## config.mk

```make
export PLATFORM = sky130hd
export DESIGN_NAME = cmsfc_top
export DESIGN_NICKNAME = d
export VERILOG_FILES = /design/src/hdl/cmsfc_pkg.sv /design/src/hdl/cmsfc_divider.sv /design/src/hdl/cmsfc_top.sv
export SDC_FILE = /design/constraint.sdc
export NUM_CORES = 1
export LEC_CHECK = 0
export BUFFER_PORTS_ARGS = -buffer_cell sky130_fd_sc_hd__buf_2
export CORE_MARGIN = 10
export CORE_UTILIZATION = 55
export CTS_CLUSTER_DIAMETER = 80
export CTS_CLUSTER_SIZE = 28
export DETAILED_ROUTE_END_ITERATION = 7
export GPL_TIMING_DRIVEN = 0
export HOLD_SLACK_MARGIN = 0.05
export PLACE_DENSITY_LB_ADDON = 0.3
export REMOVE_ABC_BUFFERS = 1
export SYNTH_ARGS = -nofsm -noshare
export SYNTH_HDL_FRONTEND = slang
export SYNTH_HIERARCHICAL = 1
export SYNTH_SLANG_ARGS = --single-unit
```

## constraint.sdc

```tcl
create_clock -name i_ref_clk -period 2.4 [get_ports i_ref_clk]
set_input_delay 0.12 -clock i_ref_clk [delete_from_list [all_inputs] [get_ports i_ref_clk]]
set_output_delay 0.12 -clock i_ref_clk [all_outputs]
set_load 0.01 [all_outputs]
```

## src/hdl/cmsfc_pkg.sv

```systemverilog
// Purpose: Shared constants for the clock mode select block
// Assumes: Register port with 8-bit data, one register per index
// Notes: Mode codes follow the two-bit request field
package cmsfc_pkg;
   typedef enum logic [1:0] {
      CMSFC_SELF_CLOCKED = 2'h0,
      CMSFC_ENGAGED_INT = 2'h1,
      CMSFC_BYPASSED_EXT = 2'h2,
      CMSFC_ENGAGED_EXT = 2'h3
   } cmsfc_mode_t;
   localparam logic [2:0] CMSFC_ADDR_CTRL1 = 3'h0;
   localparam logic [2:0] CMSFC_ADDR_CTRL2 = 3'h1;
   localparam logic [2:0] CMSFC_ADDR_STAT1 = 3'h2;
   localparam logic [2:0] CMSFC_ADDR_STAT2 = 3'h3;
   localparam int CMSFC_HGO_BIT = 7;
   localparam int CMSFC_RANGE_BIT = 6;
   localparam int CMSFC_REFERENCE_SELECT_BIT = 5;
   localparam int CMSFC_REQ_LSB = 3;
   localparam int CMSFC_MFD_LSB = 4;
   localparam int CMSFC_RFD_LSB = 0;
   localparam logic [7:0] CMSFC_CTRL1_RST = 8'h00;
   localparam logic [7:0] CMSFC_CTRL2_RST = 8'h00;
   localparam int CMSFC_STATUS_DELAY = 4;
   localparam int CMSFC_IREF_DIV = 7;
   localparam int CMSFC_CMP_INT = 8;
   localparam int CMSFC_CMP_EXT_LO = 2;
   localparam int CMSFC_CMP_EXT_HI = 128;
   localparam int CMSFC_P_LO = 64;
   localparam int CMSFC_P_HI = 1;
   localparam int CMSFC_FIXED_FREQ_CLOCK_MIN_RATIO = 4;
   localparam int CMSFC_STARTUP_NS = 10000;
   localparam int CMSFC_CLK_NS = 10;
   localparam int CMSFC_STARTUP_CYC = CMSFC_STARTUP_NS / CMSFC_CLK_NS;
endpackage

```

## src/hdl/cmsfc_divider.sv

```systemverilog
// Purpose: Enable pulse divider by a run-time factor
// Assumes: Factor of zero is treated as one
// Notes: Pulse is one clock wide
`timescale 1ns/1ps
`default_nettype none
module cmsfc_divider #(
   parameter int W = 9
) (
   // Clock and reset
   input wire logic i_ref_clk,
   input wire logic i_rst_b,
   // Source enable and factor
   input wire logic i_en,
   input wire logic i_clear,
   input wire logic [W-1:0] i_factor,
   // Divided pulse
   output logic o_pulse
);
   logic [W-1:0] count;
   logic [W-1:0] next_count;
   logic next_pulse;

   always_comb begin
      next_count = count;
      next_pulse = 1'b0;
      if (i_clear) begin
         next_count = '0;
      end else if (i_en) begin
         if (count + W'(1) >= i_factor) begin
            next_count = '0;
            next_pulse = 1'b1;
         end else begin
            next_count = count + W'(1);
         end
      end
   end

   always_ff @(posedge i_ref_clk or negedge i_rst_b) begin
      if (!i_rst_b) begin
         count <= '0;
         o_pulse <= 1'b0;
      end else begin
         count <= next_count;
         o_pulse <= next_pulse;
      end
   end
endmodule
`default_nettype wire

```

## src/hdl/cmsfc_top.sv

```systemverilog
// Purpose: Clock mode select, status, output divider and fixed clock
// Assumes: Oscillator clocks arrive as enable pulses on i_ref_clk
// Notes: Lock and loss-of-clock detection live outside this block
// Function
// - Request field selects mode; status reports actual
// - Status updates several cycles after request write
// - First control write locks reference select unless it sets it with an external request
// - Self-clocked request held off during bypass exit
// - Fallback modes until stable/valid conditions hold
// - Internal reference divided by 8 paces comparisons
// - Engaged-external output divides by 2R unlocked
// - Bypassed-external fixed clock equals bus clock
// - Engaged-external fixed clock is reference halved when locked and ratio met
// - Otherwise fixed clock follows bus clock
// - Fixed clock off in internal modes
// - High-gain bit selects high-gain oscillator
// - High gain only effective with reference select
// - High-gain zero selects low-power oscillator
// - Wait oscillator start-up before external switch
// - Codes 00,01,10,11 map to four modes
// - Multiplier N equals 4 plus twice code
// - Divisor R equals two to the code
// - Prescale 64 low range, 1 high range
//
// Local design decisions: strobed register access and the address map.
`timescale 1ns/1ps
`default_nettype none
module cmsfc_top #(
   parameter int STARTUP_CYC = cmsfc_pkg::CMSFC_STARTUP_CYC
) (
   // Clock and reset
   input wire logic i_ref_clk,
   input wire logic i_rst_b,
   // Register port
   input wire logic [2:0] i_addr,
   input wire logic [7:0] i_wdata,
   input wire logic i_wr,
   input wire logic i_rd,
   output logic [7:0] o_rdata,
   // Source clock enables
   input wire logic i_int_ref_en,
   input wire logic i_ext_ref_en,
   input wire logic i_osc_en,
   input wire logic i_bus_clock_en,
   // Conditions from detectors
   input wire logic i_osc_stable,
   input wire logic i_ext_ref_valid,
   input wire logic i_loss_of_clock_flag,
   input wire logic i_lock,
   input wire logic i_off_state,
   // Oscillator control
   output logic o_osc_amp_enable,
   output logic o_high_gain_select,
   // Clock enables out
   output logic o_generator_output_clock,
   output logic o_fixed_freq_clock,
   output logic o_compare_strobe
);
   ////////////////////////////////////////////////////////////////
   logic [7:0] ctrl1;
   logic [7:0] ctrl2;
   logic first_done;
   logic reference_select_locked;
   logic [7:0] next_ctrl1;
   logic [7:0] next_ctrl2;
   logic next_first_done;
   logic next_reference_select_locked;
   cmsfc_pkg::cmsfc_mode_t mode_actual;
   cmsfc_pkg::cmsfc_mode_t next_mode_actual;
   cmsfc_pkg::cmsfc_mode_t target;
   logic [2:0] settle;
   logic [2:0] next_settle;
   logic [15:0] startup;
   logic [15:0] next_startup;
   logic was_locked;
   logic next_was_locked;
   logic [7:0] next_rdata;
   logic [1:0] mode_request;
   logic reference_select;
   logic [2:0] multiplier_code;
   logic [2:0] divisor_code;
   assign mode_request = ctrl1[cmsfc_pkg::CMSFC_REQ_LSB +: 2];
   assign reference_select = ctrl1[cmsfc_pkg::CMSFC_REFERENCE_SELECT_BIT] & ~reference_select_locked;
   assign multiplier_code = ctrl2[cmsfc_pkg::CMSFC_MFD_LSB +: 3];
   assign divisor_code = ctrl2[cmsfc_pkg::CMSFC_RFD_LSB +: 3];
   function automatic logic [4:0] mult_n(input logic [2:0] code);
      mult_n = 5'h04 + {1'b0, code, 1'b0};
   endfunction
   function automatic logic [7:0] div_r(input logic [2:0] code);
      div_r = 8'h01 << code;
   endfunction
   ////////////////////////////////////////////////////////////////
   // Register writes and the one-shot reference lock
   always_comb begin
      next_ctrl1 = ctrl1;
      next_ctrl2 = ctrl2;
      next_first_done = first_done;
      next_reference_select_locked = reference_select_locked;
      if (i_wr && i_addr == cmsfc_pkg::CMSFC_ADDR_CTRL1) begin
         next_ctrl1 = {i_wdata[7:1], 1'b0};
         if (!first_done) begin
            next_first_done = 1'b1;
            next_reference_select_locked = ~(i_wdata[cmsfc_pkg::CMSFC_REFERENCE_SELECT_BIT]
               & i_wdata[cmsfc_pkg::CMSFC_REQ_LSB + 1]);
         end
      end
      if (i_wr && i_addr == cmsfc_pkg::CMSFC_ADDR_CTRL2) begin
         next_ctrl2 = i_wdata;
      end
   end
   always_ff @(posedge i_ref_clk or negedge i_rst_b) begin
      if (!i_rst_b) begin
         ctrl1 <= cmsfc_pkg::CMSFC_CTRL1_RST;
         ctrl2 <= cmsfc_pkg::CMSFC_CTRL2_RST;
         first_done <= 1'b0;
         reference_select_locked <= 1'b0;
      end else begin
         ctrl1 <= next_ctrl1;
         ctrl2 <= next_ctrl2;
         first_done <= next_first_done;
         reference_select_locked <= next_reference_select_locked;
      end
   end
   ////////////////////////////////////////////////////////////////
   // Oscillator amplifier; gain only matters with reference select
   logic ext_wanted;
   assign ext_wanted = mode_request[1] & reference_select;
   assign o_osc_amp_enable = ext_wanted;
   assign o_high_gain_select = ext_wanted & ctrl1[cmsfc_pkg::CMSFC_HGO_BIT];
   logic ext_ready;
   assign ext_ready = i_ext_ref_valid && startup == 16'h0000;
   ////////////////////////////////////////////////////////////////
   // Mode resolution with fallbacks
   always_comb begin
      target = mode_actual;
      unique case (cmsfc_pkg::cmsfc_mode_t'(mode_request))
         cmsfc_pkg::CMSFC_SELF_CLOCKED: begin
            // Leaving bypass waits for the internal loop to be stable
            if (mode_actual != cmsfc_pkg::CMSFC_BYPASSED_EXT || i_osc_stable) begin
               target = cmsfc_pkg::CMSFC_SELF_CLOCKED;
            end
         end
         cmsfc_pkg::CMSFC_ENGAGED_INT: begin
            target = i_osc_stable ? cmsfc_pkg::CMSFC_ENGAGED_INT
               : cmsfc_pkg::CMSFC_SELF_CLOCKED;
         end
         cmsfc_pkg::CMSFC_BYPASSED_EXT: begin
            target = ext_ready ? cmsfc_pkg::CMSFC_BYPASSED_EXT
               : cmsfc_pkg::CMSFC_SELF_CLOCKED;
         end
         cmsfc_pkg::CMSFC_ENGAGED_EXT: begin
            if (ext_ready && i_loss_of_clock_flag) begin
               target = cmsfc_pkg::CMSFC_BYPASSED_EXT;
            end else if (ext_ready && i_osc_stable) begin
               target = cmsfc_pkg::CMSFC_ENGAGED_EXT;
            end else if (i_osc_stable) begin
               target = cmsfc_pkg::CMSFC_ENGAGED_INT;
            end else begin
               target = cmsfc_pkg::CMSFC_SELF_CLOCKED;
            end
         end
      endcase
   end
   // Status lags the request so software never sees a same-cycle change
   always_comb begin
      next_mode_actual = mode_actual;
      next_settle = settle;
      next_startup = startup;
      next_was_locked = was_locked;
      if (i_wr && i_addr == cmsfc_pkg::CMSFC_ADDR_CTRL1) begin
         next_settle = 3'(cmsfc_pkg::CMSFC_STATUS_DELAY);
      end else if (settle != 3'h0) begin
         next_settle = settle - 3'h1;
      end else begin
         next_mode_actual = target;
      end
      if (!ext_wanted) begin
         next_startup = 16'(STARTUP_CYC);
      end else if (startup != 16'h0000 && i_osc_en) begin
         next_startup = startup - 16'h0001;
      end
      if (mode_actual != cmsfc_pkg::CMSFC_ENGAGED_EXT) begin
         next_was_locked = 1'b0;
      end else if (i_lock) begin
         next_was_locked = 1'b1;
      end
      if (i_wr && i_addr == cmsfc_pkg::CMSFC_ADDR_CTRL2) begin
         next_was_locked = 1'b0; // Relock after multiplier change
      end
   end

   always_ff @(posedge i_ref_clk or negedge i_rst_b) begin
      if (!i_rst_b) begin
         mode_actual <= cmsfc_pkg::CMSFC_SELF_CLOCKED;
         settle <= 3'h0;
         startup <= 16'(STARTUP_CYC);
         was_locked <= 1'b0;
      end else begin
         mode_actual <= next_mode_actual;
         settle <= next_settle;
         startup <= next_startup;
         was_locked <= next_was_locked;
      end
   end

   ////////////////////////////////////////////////////////////////
   // Output clock divider
   logic out_src_en;
   logic [8:0] out_factor;
   always_comb begin
      out_src_en = i_osc_en;
      out_factor = {1'b0, div_r(divisor_code)};
      if (mode_actual == cmsfc_pkg::CMSFC_BYPASSED_EXT) begin
         out_src_en = i_ext_ref_en;
      end else if (mode_actual == cmsfc_pkg::CMSFC_ENGAGED_EXT && !was_locked) begin
         out_factor = {div_r(divisor_code), 1'b0};
      end
      if (i_off_state) begin
         out_src_en = 1'b0;
      end
   end

   cmsfc_divider #(.W(9)) u_out_div (
      .i_ref_clk(i_ref_clk),
      .i_rst_b(i_rst_b),
      .i_en(out_src_en),
      .i_clear(i_off_state),
      .i_factor(out_factor),
      .o_pulse(o_generator_output_clock)
   );

   ////////////////////////////////////////////////////////////////
   // Comparison cycle pacing
   logic int_ref_div7;
   logic cmp_en;
   logic [8:0] cmp_factor;
   logic ext_mode;
   assign ext_mode = mode_actual == cmsfc_pkg::CMSFC_ENGAGED_EXT;

   cmsfc_divider #(.W(3)) u_iref_div (
      .i_ref_clk(i_ref_clk),
      .i_rst_b(i_rst_b),
      .i_en(i_int_ref_en),
      .i_clear(1'b0),
      .i_factor(3'(cmsfc_pkg::CMSFC_IREF_DIV)),
      .o_pulse(int_ref_div7)
   );

   always_comb begin
      cmp_en = i_int_ref_en;
      cmp_factor = 9'(cmsfc_pkg::CMSFC_CMP_INT);
      if (ext_mode) begin
         cmp_en = i_ext_ref_en;
         cmp_factor = ctrl1[cmsfc_pkg::CMSFC_RANGE_BIT] ? 9'(cmsfc_pkg::CMSFC_CMP_EXT_HI)
            : 9'(cmsfc_pkg::CMSFC_CMP_EXT_LO);
      end
      if (i_off_state) begin
         cmp_en = 1'b0;
      end
   end

   cmsfc_divider #(.W(9)) u_cmp_div (
      .i_ref_clk(i_ref_clk),
      .i_rst_b(i_rst_b),
      .i_en(cmp_en),
      .i_clear(i_off_state),
      .i_factor(cmp_factor),
      .o_pulse(o_compare_strobe)
   );

   ////////////////////////////////////////////////////////////////
   // Fixed-frequency clock
   logic ext_half;
   logic [15:0] pn;
   logic ratio_ok;
   logic next_fixed;
   logic fixed_base;
   assign pn = 16'(mult_n(multiplier_code))
      * (ctrl1[cmsfc_pkg::CMSFC_RANGE_BIT] ? 16'(cmsfc_pkg::CMSFC_P_HI) : 16'(cmsfc_pkg::CMSFC_P_LO));
   assign ratio_ok = pn >= 16'(cmsfc_pkg::CMSFC_FIXED_FREQ_CLOCK_MIN_RATIO) * {8'h00, div_r(divisor_code)};

   cmsfc_divider #(.W(2)) u_half_div (
      .i_ref_clk(i_ref_clk),
      .i_rst_b(i_rst_b),
      .i_en(i_ext_ref_en),
      .i_clear(1'b0),
      .i_factor(2'h2),
      .o_pulse(ext_half)
   );

   always_comb begin
      fixed_base = 1'b0;
      unique case (mode_actual)
         cmsfc_pkg::CMSFC_BYPASSED_EXT: fixed_base = i_bus_clock_en;
         cmsfc_pkg::CMSFC_ENGAGED_EXT: begin
            fixed_base = (ratio_ok && i_lock) ? ext_half : i_bus_clock_en;
         end
         cmsfc_pkg::CMSFC_SELF_CLOCKED,
         cmsfc_pkg::CMSFC_ENGAGED_INT: fixed_base = 1'b0;
      endcase
      next_fixed = fixed_base & ~i_off_state;
   end

   always_ff @(posedge i_ref_clk or negedge i_rst_b) begin
      if (!i_rst_b) begin
         o_fixed_freq_clock <= 1'b0;
      end else begin
         o_fixed_freq_clock <= next_fixed;
      end
   end

   ////////////////////////////////////////////////////////////////
   // Read port; the internal divide-by-7 tick is visible for debug
   always_comb begin
      next_rdata = 8'h00;
      if (i_rd) begin
         unique case (i_addr)
            cmsfc_pkg::CMSFC_ADDR_CTRL1: next_rdata = ctrl1;
            cmsfc_pkg::CMSFC_ADDR_CTRL2: next_rdata = ctrl2;
            cmsfc_pkg::CMSFC_ADDR_STAT1: next_rdata = {mode_actual, reference_select_locked, 1'b0,
               i_lock, i_loss_of_clock_flag, i_ext_ref_valid, 1'b0};
            cmsfc_pkg::CMSFC_ADDR_STAT2: next_rdata = {6'h00, int_ref_div7, i_osc_stable};
            default: next_rdata = 8'h00;
         endcase
      end
   end

   always_ff @(posedge i_ref_clk or negedge i_rst_b) begin
      if (!i_rst_b) begin
         o_rdata <= 8'h00;
      end else begin
         o_rdata <= next_rdata;
      end
   end
endmodule
`default_nettype wire

```

==> impl_results.md, run 1 <==
* Hold Crit Class: input pin to flip-flop
* Max Cap Viol at 0
* Worst endpoint data arrival time at 2.94 ns
* Setup TNS at -2.72 ns
* GRT Residual Overflow at 0
* Area contributors post-synth: dfrtp_1 (34%), ha_1 (9.0%), nor2_1 (4.0%)
* Reg clk slew, reported paths at 0.10 ns
* Fin crit period at 2.68 ns
* Rel. slew slack at 0.583
* Post-Syn Instances at 524
* FILL cells at 592
* Crit path launch type: flip-flop
* Routed wire per std cell at 18.7 um
* Pin count of the biggest net entering global routing at 53
* Status: finished, violations left
* CP peak stage delay at 0.47 ns
* Routed WL at 13.7 mm
* Max Buffers Root-to-Sink at 2
* Seq. cell area at 1900 sq um
* Starting density of the core at 0.561
* Final Hold Fails at 0
* Main synth FF type: dfrtp_1
* Row Count at 35
* Num CTS Buffers at 9
* I/O Pins at 37
* Final nets at 679
* CP Capture Type: flip-flop
* CP max-delay cell: a2111o_1
* Dpl hpwl at 8.44 mm
* Worst-path fanout max at 5
* Util after Layout at 0.717
* CP Class: flip-flop to flip-flop
* Leakage power at 0.00301 uW
* Library cells used by synthesis at 65
* DRC at 0
* Worst Tran Pin Value at 0.625 ns
* Clock skew at 0.0128 ns
* Critical path required time at 2.66 ns
* Die Y at 117 um
* Top cell type's share of synthesized area at 0.336
* Non-filler instance count after layout at 734
* Die area at 13600 sq um
* Placed Area at 5470 sq um
* Worst-skew pair later-pin latency at 0.37 ns
* RSZ-0062 raised after global routing: yes
* Via count at 4460
* Crit-path cells: buf_4 -> and4_4 -> and2_4 -> xnor2_2 -> inv_1 -> ha_1 -> nand4_1 -> nor2_1 -> a2111o_1 -> buf_6 -> o41ai_2
* Synth warn at 6
* Sequential-to-total area share from yosys stat at 0.367
* Root Buffer: clkbuf_8
* Finished Cell Area at 6560 sq um
* ANT nets after route at 0
* Buffers on Ports at 36
* Vias in the first global route at 4381
* Layout cells sized above 1 at 0.355
* GP Congestion at 0.841
* Drt pass-1 iters at 5
* Delay-heaviest family, CP: compound AO/OA/AOI/OAI gates
* Sink Count at 75
* H-tree depth at 3
* Post-synth EDFFs at 0
* CP Buf/Inv Count at 3
* Final WS setup at -0.282 ns
* Final setup violation count at 18
* Initial antenna violation count at 1
* Failing checks: negative setup slack
* Placeable Area at 9150 sq um
* Yosys reg bits at 75
* ANT cells at 0
* Pre-CTS WS at -0.523 ns
* First-pass GRT wire length at 21.3 mm
* FF-to-FF setup slack at -0.28 ns
* Async SR Flop Fraction at 1.00
* DP Cell Count at 669
* Chip Width at 117 um
* Final worst-path cycle share at 1.12
* CTS tree: done
* Area growth from synthesis to layout at 27.6%
* Area of the multi-input gates at 3530 sq um
* FMAX at 373 MHz
* Max IR drop VDD at 0.348 mV
* Total global-route track usage at 0.195
* DR vias/cell at 6.08
* DR iter-0 viols at 320
* Final Max Slew Viols at 0
* Syn Area/Cell at 9.81 sq um
* Pwr dens at 596 nW/um^2
* Synthesized area at 5140 sq um
* Yosys top cell by area: dfrtp_1
logic make-up (layout without fill, tap and decap cells):
logic type,Yosys count,in the layout,share of synthesized area
buf+inv,61,142,0.0497
xor+xnor,32,32,0.0545
compound gates,84,84,0.150
fa+ha+maj,37,37,0.0901
flops,75,75,0.367
mux,34,34,0.0723
simple gates,199,199,0.215
other cells,2,20,0.00146
registers in the layout (all words and copies together), names as in the netlist:
name,flops
ctrl1,7
ctrl2,8
first_done,1
mode_actual,2
o_fixed_freq_clock,1
o_rdata,8
reference_select_locked,1
settle,3
startup,16
u_cmp_div/count,9
u_cmp_div/o_pulse,1
u_half_div/count,2
u_half_div/o_pulse,1
u_iref_div/count,3
u_iref_div/o_pulse,1
u_out_div/count,9
u_out_div/o_pulse,1
was_locked,1
power by group:
part	switching (uW)	internal, uW	leakage (uW)
Combinational	697	590	0.00194
Clock	591	513	0.000108
Sequential	121	1400	0.000964
Total	1410	2500	0.00301
stage by stage:
stage,total power [uW],hold slack (ns)
2_1_floorplan,2180,-0.176
3_3_place_gp,2400,0.337
3_5_place_dp,2470,0.0509
4_1_cts,3810,0.0502
5_1_grt,4100,0.0667
6_report,3910,0.0586
cells in the mapped netlist (all sizes together) (3+ instances only):
cell type  count
xnor2         13
dfstp          6
nand3b         7
nand2b         9
o21a           4
nor3          16
dfrtp         69
o31ai          4
xor2          19
or2            5
a21oi         17
mux2i         18
or3b           3
o211ai         8
nor4           3
nor2          55
nand3         25
clkbuf        13
a41o           4
inv           38
or3            4
a211oi         6
nor3b          7
buf           10
mux2          15
and3          10
o21ai          8
nand2         22
nor2b         10
ha            37
nand4          9
o41ai         13
and2           6
final timing paths:
| check | endpoint | start | cells past startpoint |
|---|---|---|---|
| worst min register to register | first_done$_DFFE_PN0P_ | first_done$_DFFE_PN0P_ | 1 |
| max in group asynchronous | startup[3]$_DFFE_PN1P_ | i_rst_b | 3 |
| min in group asynchronous | settle[2]$_DFFE_PN0N_ | i_rst_b | 2 |
| worst max-delay path | u_out_div/count[8]$_DFFE_PN0P_ | u_out_div/count[0]$_DFFE_PN0P_ | 11 |
| worst min-delay path | o_fixed_freq_clock$_DFF_PN0_ | i_bus_clock_en | 3 |
| worst max register to register | u_out_div/count[8]$_DFFE_PN0P_ | u_out_div/count[0]$_DFFE_PN0P_ | 11 |
layout make-up:
class,count,area share
multi-input cells,406,0.538
flip-flops and latches,75,0.289
repair buffers,88,0.0973
inverters,38,0.0217
well taps,111,0.0212
clock buffers,9,0.0189
clock inverters,7,0.0139
cell usage in the layout (no fill, tap or decap), types with 7 or more instances in the layout:
cell type and count:
nand4_1 9, nand2_1 21, inv_1 35, mux2i_1 17, buf_2 35, a21oi_1 13, xor2_1 14, xnor2_1 11
nand3_1 22, buf_4 36, mux2_2 15, nand2b_1 9, nor3_1 9, clkbuf_8 9, dfrtp_2 9, dfrtp_1 60
conb_1 20, ha_4 9, nand3b_1 7, nor2b_1 9, dlygate4sd3_1 12, o41ai_2 11, ha_1 27, nor2_1 52
worst reg2reg max path, stage by stage (launching register included):
cell	delay, ns
dfrtp_1	0.40
buf_4	0.16
and4_4	0.19
and2_4	0.16
xnor2_2	0.18
inv_1	0.08
ha_1	0.30
nand4_1	0.15
nor2_1	0.10
a2111o_1	0.47
buf_6	0.16
o41ai_2	0.22
layer usage:
layer,global-route usage,part of all wire,vias to the layer above
met4,0.0725,0.032,2
li1,-,-,2051
met3,0.0401,0.064,42
met2,0.323,0.48,176
met1,0.247,0.42,2189
met5,0,0.00051,-
what timing repair did:
action | CTS | global route
gates cloned | 0 | 0
hold endpoints to repair | 87 | 0
pin swaps | 36 | 21
endpoints found under the setup margin | 20 | 29
hold buffers | 12 | 0
gates resized for setup | 60 | 30
setup buffers | 28 | 9
Power figures use the tool's default switching activity.
==> run 2, diff against run 1 <==
--- a/config.mk
+++ b/config.mk
@@ -6,10 +6,11 @@
 export NUM_CORES = 1
 export LEC_CHECK = 0
 export BUFFER_PORTS_ARGS = -buffer_cell sky130_fd_sc_hd__buf_2
+export CORE_ASPECT_RATIO = 1.2
 export CORE_MARGIN = 10
 export CORE_UTILIZATION = 55
 export CTS_CLUSTER_DIAMETER = 80
-export CTS_CLUSTER_SIZE = 28
+export CTS_CLUSTER_SIZE = 20
 export DETAILED_ROUTE_END_ITERATION = 7
 export GPL_TIMING_DRIVEN = 0
 export HOLD_SLACK_MARGIN = 0.05
==> run 2 against run 1 <==
Effect of this change: the run still ends with negative setup slack left; setup slack got worse by 0.036 ns; routed wire length fell by 4.4%; critical path depth did not move; final area fell by 1.7%; sequential power barely moved.
==> impl_results.md, run 2 (synthesized netlist as in run 1, its figures left out) <==
* Status: finished, violations left
* Failing checks: negative setup slack
* Max reg flops at 16
* GP Congestion at 0.914
* Placed Area at 5480 sq um
* Routed wire per std cell at 17.7 um
* Util after Layout at 0.710
* Buffers on Ports at 36
* Most common cell after layout, fill and taps aside: dfrtp_1
* CP Class: flip-flop to flip-flop
* Worst hold slack at 0.0670 ns
* DR iter-0 viols at 214
* Initial antenna violation count at 0
* Row Count at 38
* Worst Tran Pin Value at 0.652 ns
* Setup TNS at -3.10 ns
* Fin crit period at 2.72 ns
* Finished Cell Area at 6450 sq um
* Total global-route track usage at 0.185
* Drt pass-1 iters at 4
* DRC at 0
* Reg clk slew, reported paths at 0.09 ns
* Vias in the first global route at 4415
* Num CTS Buffers at 9
* Clock skew at 0.0143 ns
* First-pass GRT wire length at 20.9 mm
* CP Launch Point: mode_actual[1]$_DFFE_PN0P_
* Worst reg2reg path depth at 11
* Via count at 4352
* Rel. slew slack at 0.565
* FILL cells at 626
* Final Hold Fails at 0
* Reg with most FFs: startup
* Area growth from synthesis to layout at 25.4%
* Dpl hpwl at 8.04 mm
* Worst Setup EP: u_out_div/count[7]$_DFFE_PN0P_
* Max IR drop VDD at 0.287 mV
* CTS tree: done
* Routed WL at 13.1 mm
* Starting density of the core at 0.566
* FMAX at 368 MHz
* RSZ-0062 raised after global routing: yes
* Critical path required time at 2.67 ns
* Pin count of the biggest net entering global routing at 54
* FF-to-FF Start: mode_actual[1]$_DFFE_PN0P_
* Max Buffers Root-to-Sink at 2
* DR vias/cell at 5.87
* Pwr Total at 3630 uW
* ANT nets after route at 0
* H-tree depth at 3
* Die area at 13600 sq um
* Final WS setup at -0.318 ns
* FF-to-FF setup slack at -0.32 ns
* Root Buffer: clkbuf_8
* Layout cells sized above 1 at 0.344
* ANT cells at 0
* Placeable Area at 9080 sq um
* Area of the multi-input gates at 3450 sq um
* R2R Path End: u_out_div/count[7]$_DFFE_PN0P_
* Final setup violation count at 20
* Hold Crit Class: input pin to flip-flop
* Chip Width at 108 um
* Final Max Slew Viols at 0
* Seq. cell area at 1900 sq um
* Worst-path fanout max at 5
* Crit path launch type: flip-flop
* Die Y at 126 um
* I/O Pins at 37
* Final worst-path cycle share at 1.13
* Leakage power at 0.00300 uW
* Biggest regs: startup (16), u_cmp_div/count (9), u_out_div/count (9)
* GRT Residual Overflow at 0
* CP Capture Type: flip-flop
* Pwr dens at 563 nW/um^2
* Sink Count at 75
* Final nets at 678
* Most frequent cells in the layout: dfrtp_1 (57), nor2_1 (51), inv_1 (37)
* Max Cap Viol at 0
* Worst endpoint data arrival time at 2.98 ns
* Worst-skew pair later-pin latency at 0.37 ns
==> run 2: cell type report <==
| class | instances | share of cell area |
|---|---|---|
| flip-flops and latches | 75 | 0.295 |
| clock inverters | 6 | 0.00757 |
| inverters | 38 | 0.0221 |
| repair buffers | 87 | 0.0970 |
| well taps | 120 | 0.0233 |
| multi-input cells | 406 | 0.536 |
| clock buffers | 10 | 0.0198 |
==> run 2: worst min-delay path by stage <==
stage / startpoint / end / slack [ns] / cells after the start
6_report: i_lock / o_rdata[3]$_DFF_PN0_ / 0.07 / 3
5_1_grt: i_int_ref_en / u_iref_div/o_pulse$_DFF_PN0_ / 0.09 / 2
4_1_cts: i_lock / o_rdata[3]$_DFF_PN0_ / 0.06 / 3
3_5_place_dp: i_rst_b / o_rdata[3]$_DFF_PN0_ / 0.05 / 1
3_3_place_gp: i_wdata[4] / reference_select_locked$_DFFE_PN0P_ / 0.33 / 2
2_1_floorplan: i_rst_b / ctrl1[1]$_DFFE_PN0P_ / -0.18 / 0
==> run 2: per-layer routing <==
metal,part of all wire,global-route usage,vias up
li1,-,-,2049
met4,0.026,0.0717,0
met5,0,0,-
met2,0.51,0.321,141
met3,0.056,0.0352,34
met1,0.40,0.216,2128
==> run 2: metrics by stage <==
step	cells	setup slack [ns]
detailed placement	678	-0.576
finish	742	-0.318
global placement	675	-0.591
floorplan	519	-0.144
global route	742	-0.355
CTS	733	-0.178
==> run 2: worst max-delay path, stage by stage, from the launching register on <==
cell and delay [ns]:
dfrtp_2 0.43, nand2_4 0.06, or2_4 0.26, buf_6 0.15, nor2_1 0.16, inv_1 0.11, ha_4 0.26, nand4_1 0.17
nor2_1 0.07, a2111o_1 0.50, buf_6 0.17, o41ai_4 0.27
==> run 2: where the power goes <==
group          internal [uW]  switching [uW]
combinational            546             637
sequential              1400             127
clock                    387             538
==> run 2: timing repair <==
item                       4_1_cts  5_1_grt
gates resized for setup         39       35
buffers inserted                26        9
hold endpoints to repair        88        0
pin swaps                       22       28
hold buffers                    13        0
setup endpoints to repair       20       28
==> run 3, diff against run 2 <==
--- a/config.mk
+++ b/config.mk
@@ -14,6 +14,7 @@
 export DETAILED_ROUTE_END_ITERATION = 7
 export GPL_TIMING_DRIVEN = 0
 export HOLD_SLACK_MARGIN = 0.05
+export MAX_ROUTING_LAYER = met4
 export PLACE_DENSITY_LB_ADDON = 0.3
 export REMOVE_ABC_BUFFERS = 1
 export SYNTH_ARGS = -nofsm -noshare
==> run 3 against run 2 <==
Effect of this change: largest cell class unchanged; clock-buffer cell count down 1; final area up 0.39%; register-to-register slack better by 0.14 ns; final cell count up 1.1%; the flow still finishes with violations (negative setup slack); first-iteration DRC count up 22%; global-route usage up 0.18 points; routed wire length down 3.3%; fmax up 5.3%.
==> impl_results.md, run 3 (synthesized netlist as in run 1, its figures left out) <==
* Routed wire per std cell at 16.9 um
* DR vias/cell at 5.83
* Delay-heaviest family, CP: simple AND/OR/NAND/NOR gates
* Worst Tran Pin Value at 0.600 ns
* Most frequent cells in the layout: dfrtp_1 (62), nor2_1 (51), buf_4 (43)
* Cell mode on critical path: and3_4
* Die Y at 126 um
* Die area at 13600 sq um
* Finished Cell Area at 6470 sq um
* Via count at 4373
* Drt pass-1 iters at 4
* CP peak stage delay at 0.45 ns
* Clock skew at 0.00897 ns
* FF-to-FF setup slack at -0.18 ns
* CTS tree: done
* GRT Residual Overflow at 0
* Placeable Area at 9080 sq um
* Root Buffer: clkbuf_8
* Final setup violation count at 20
* Leakage power at 0.00299 uW
* Num CTS Buffers at 9
* Worst endpoint data arrival time at 2.80 ns
* FMAX at 388 MHz
* Sink Count at 75
* Layout cells sized above 1 at 0.341
* Most common cell after layout, fill and taps aside: dfrtp_1
* Hold depth at 3
* Worst-skew pair later-pin latency at 0.36 ns
* DRC at 0
* Worst-path fanout max at 6
* WHS Endpoint: o_rdata[3]$_DFF_PN0_
* Reg clk slew, reported paths at 0.09 ns
* Row Count at 38
* Final nets at 686
* ANT nets after route at 0
* Buffers on Ports at 36
* Rel. slew slack at 0.599
* Clock Power Share at 0.257
* Dpl hpwl at 8.09 mm
* Failing checks: negative setup slack
* H-tree depth at 3
* P_sw at 1300 uW
* First-pass GRT wire length at 20.4 mm
* Crit path launch type: flip-flop
* R2R Path End: u_cmp_div/count[7]$_DFFE_PN0P_
* Power share of the sequential group at 0.418
* Comb power frac at 0.324
* Pwr Total at 3640 uW
* Final Max Slew Viols at 0
* Biggest regs: startup (16), u_cmp_div/count (9), u_out_div/count (9)
* CP max-delay cell: dfrtp_2
* Internal power at 2340 uW
* Max Cap Viol at 0
* Final Hold Fails at 0
* Final WS setup at -0.180 ns
* Non-filler instance count after layout at 750
* Setup TNS at -2.64 ns
* Worst reg2reg path depth at 11
* Chip Width at 108 um
* Pin count of the biggest net entering global routing at 54
* Status: finished, violations left
* Vias in the first global route at 4310
* Starting density of the core at 0.566
* GP Congestion at 0.911
* Critical path required time at 2.62 ns
* Initial antenna violation count at 0
* ANT cells at 0
* Max reg flops at 16
* Final worst-path cycle share at 1.08
* DR iter-0 viols at 261
* Area growth from synthesis to layout at 25.9%
* RSZ-0062 raised after global routing: yes
* Crit-path cells: ha_4 -> and3_4 -> and3_4 -> xor2_2 -> ha_1 -> nand4_1 -> buf_4 -> nor2_4 -> o31a_1 -> buf_12 -> o41ai_2
* Fin crit period at 2.58 ns
* I/O Pins at 37
* Total global-route track usage at 0.186
* Hold Crit Class: input pin to flip-flop
* Max IR drop VDD at 0.279 mV
* CP Buf/Inv Count at 2
* Pwr dens at 562 nW/um^2
* Routed WL at 12.7 mm
* Placed Area at 5480 sq um
* Max Buffers Root-to-Sink at 2
* CP Class: flip-flop to flip-flop
* Reg with most FFs: startup
* CP Capture Type: flip-flop
* FF-to-FF Start: u_cmp_div/count[0]$_DFFE_PN0P_
* Sw Share at 0.356
* DP Cell Count at 678
* Hold_sp: i_lock
## run 3: worst max-delay path by stage
stage	from	end	slack, ns	cells past startpoint
floorplan	mode_actual[0]$_DFFE_PN0P_	u_out_div/count[3]$_DFFE_PN0P_	-0.14	10
global placement	i_addr[0]	mode_actual[0]$_DFFE_PN0P_	-0.56	4
detailed placement	mode_actual[1]$_DFFE_PN0P_	u_out_div/count[1]$_DFFE_PN0P_	-0.51	10
CTS	u_cmp_div/count[0]$_DFFE_PN0P_	u_cmp_div/count[6]$_DFFE_PN0P_	-0.07	9
global route	mode_actual[1]$_DFFE_PN0P_	u_out_div/count[8]$_DFFE_PN0P_	-0.26	11
finish	u_cmp_div/count[0]$_DFFE_PN0P_	u_cmp_div/count[7]$_DFFE_PN0P_	-0.18	11
## run 3: worst min-delay path: cells and delay by family
kind                   cells  cell delay [ns]
buffers and inverters      1             0.13
and+or+nand+nor            1             0.08
AOI/OAI and AO/OA          1             0.07
## run 3: layout make-up
type                    instances  area (sq um)
fillers                       621          2610
multi-input cells             406          3410
clock inverters                 7          56.3
inverters                      38           143
repair buffers                 95           698
flip-flops and latches         75          1890
clock buffers                   9           124
well taps                     120           150
## run 3: timing repair
item                       in CTS  in global routing
hold endpoints to repair       88                  0
setup endpoints to repair      21                 21
buffers inserted               23                 21
hold buffers                   13                  0
pin swaps                      21                 16
gates resized for setup        41                 25
## run 3: per-stage QoR
stage	hold WS, ns	utilization	setup slack [ns]
floorplan	-0.176	-	-0.144
global route	0.0904	0.713	-0.265
CTS	0.0660	0.681	-0.0663
finish	0.0817	0.713	-0.180
detailed placement	0.0456	0.604	-0.507
global placement	0.329	0.597	-0.561
## run 3: layer usage
metal | global-route usage | part of all wire
met1 | 0.217 | 0.41
met2 | 0.308 | 0.52
met3 | 0.0352 | 0.044
met4 | 0.0709 | 0.022
met5 | - | 0
## run 3: power by group through the flow
stage               clock network (uW)  logic [uW]  registers (uW)
global route                      1010        1300            1540
global placement                     0         843            1550
detailed placement                   0         898            1560
finish                             936        1180            1520
CTS                                949        1080            1510
floorplan                            0         658            1520
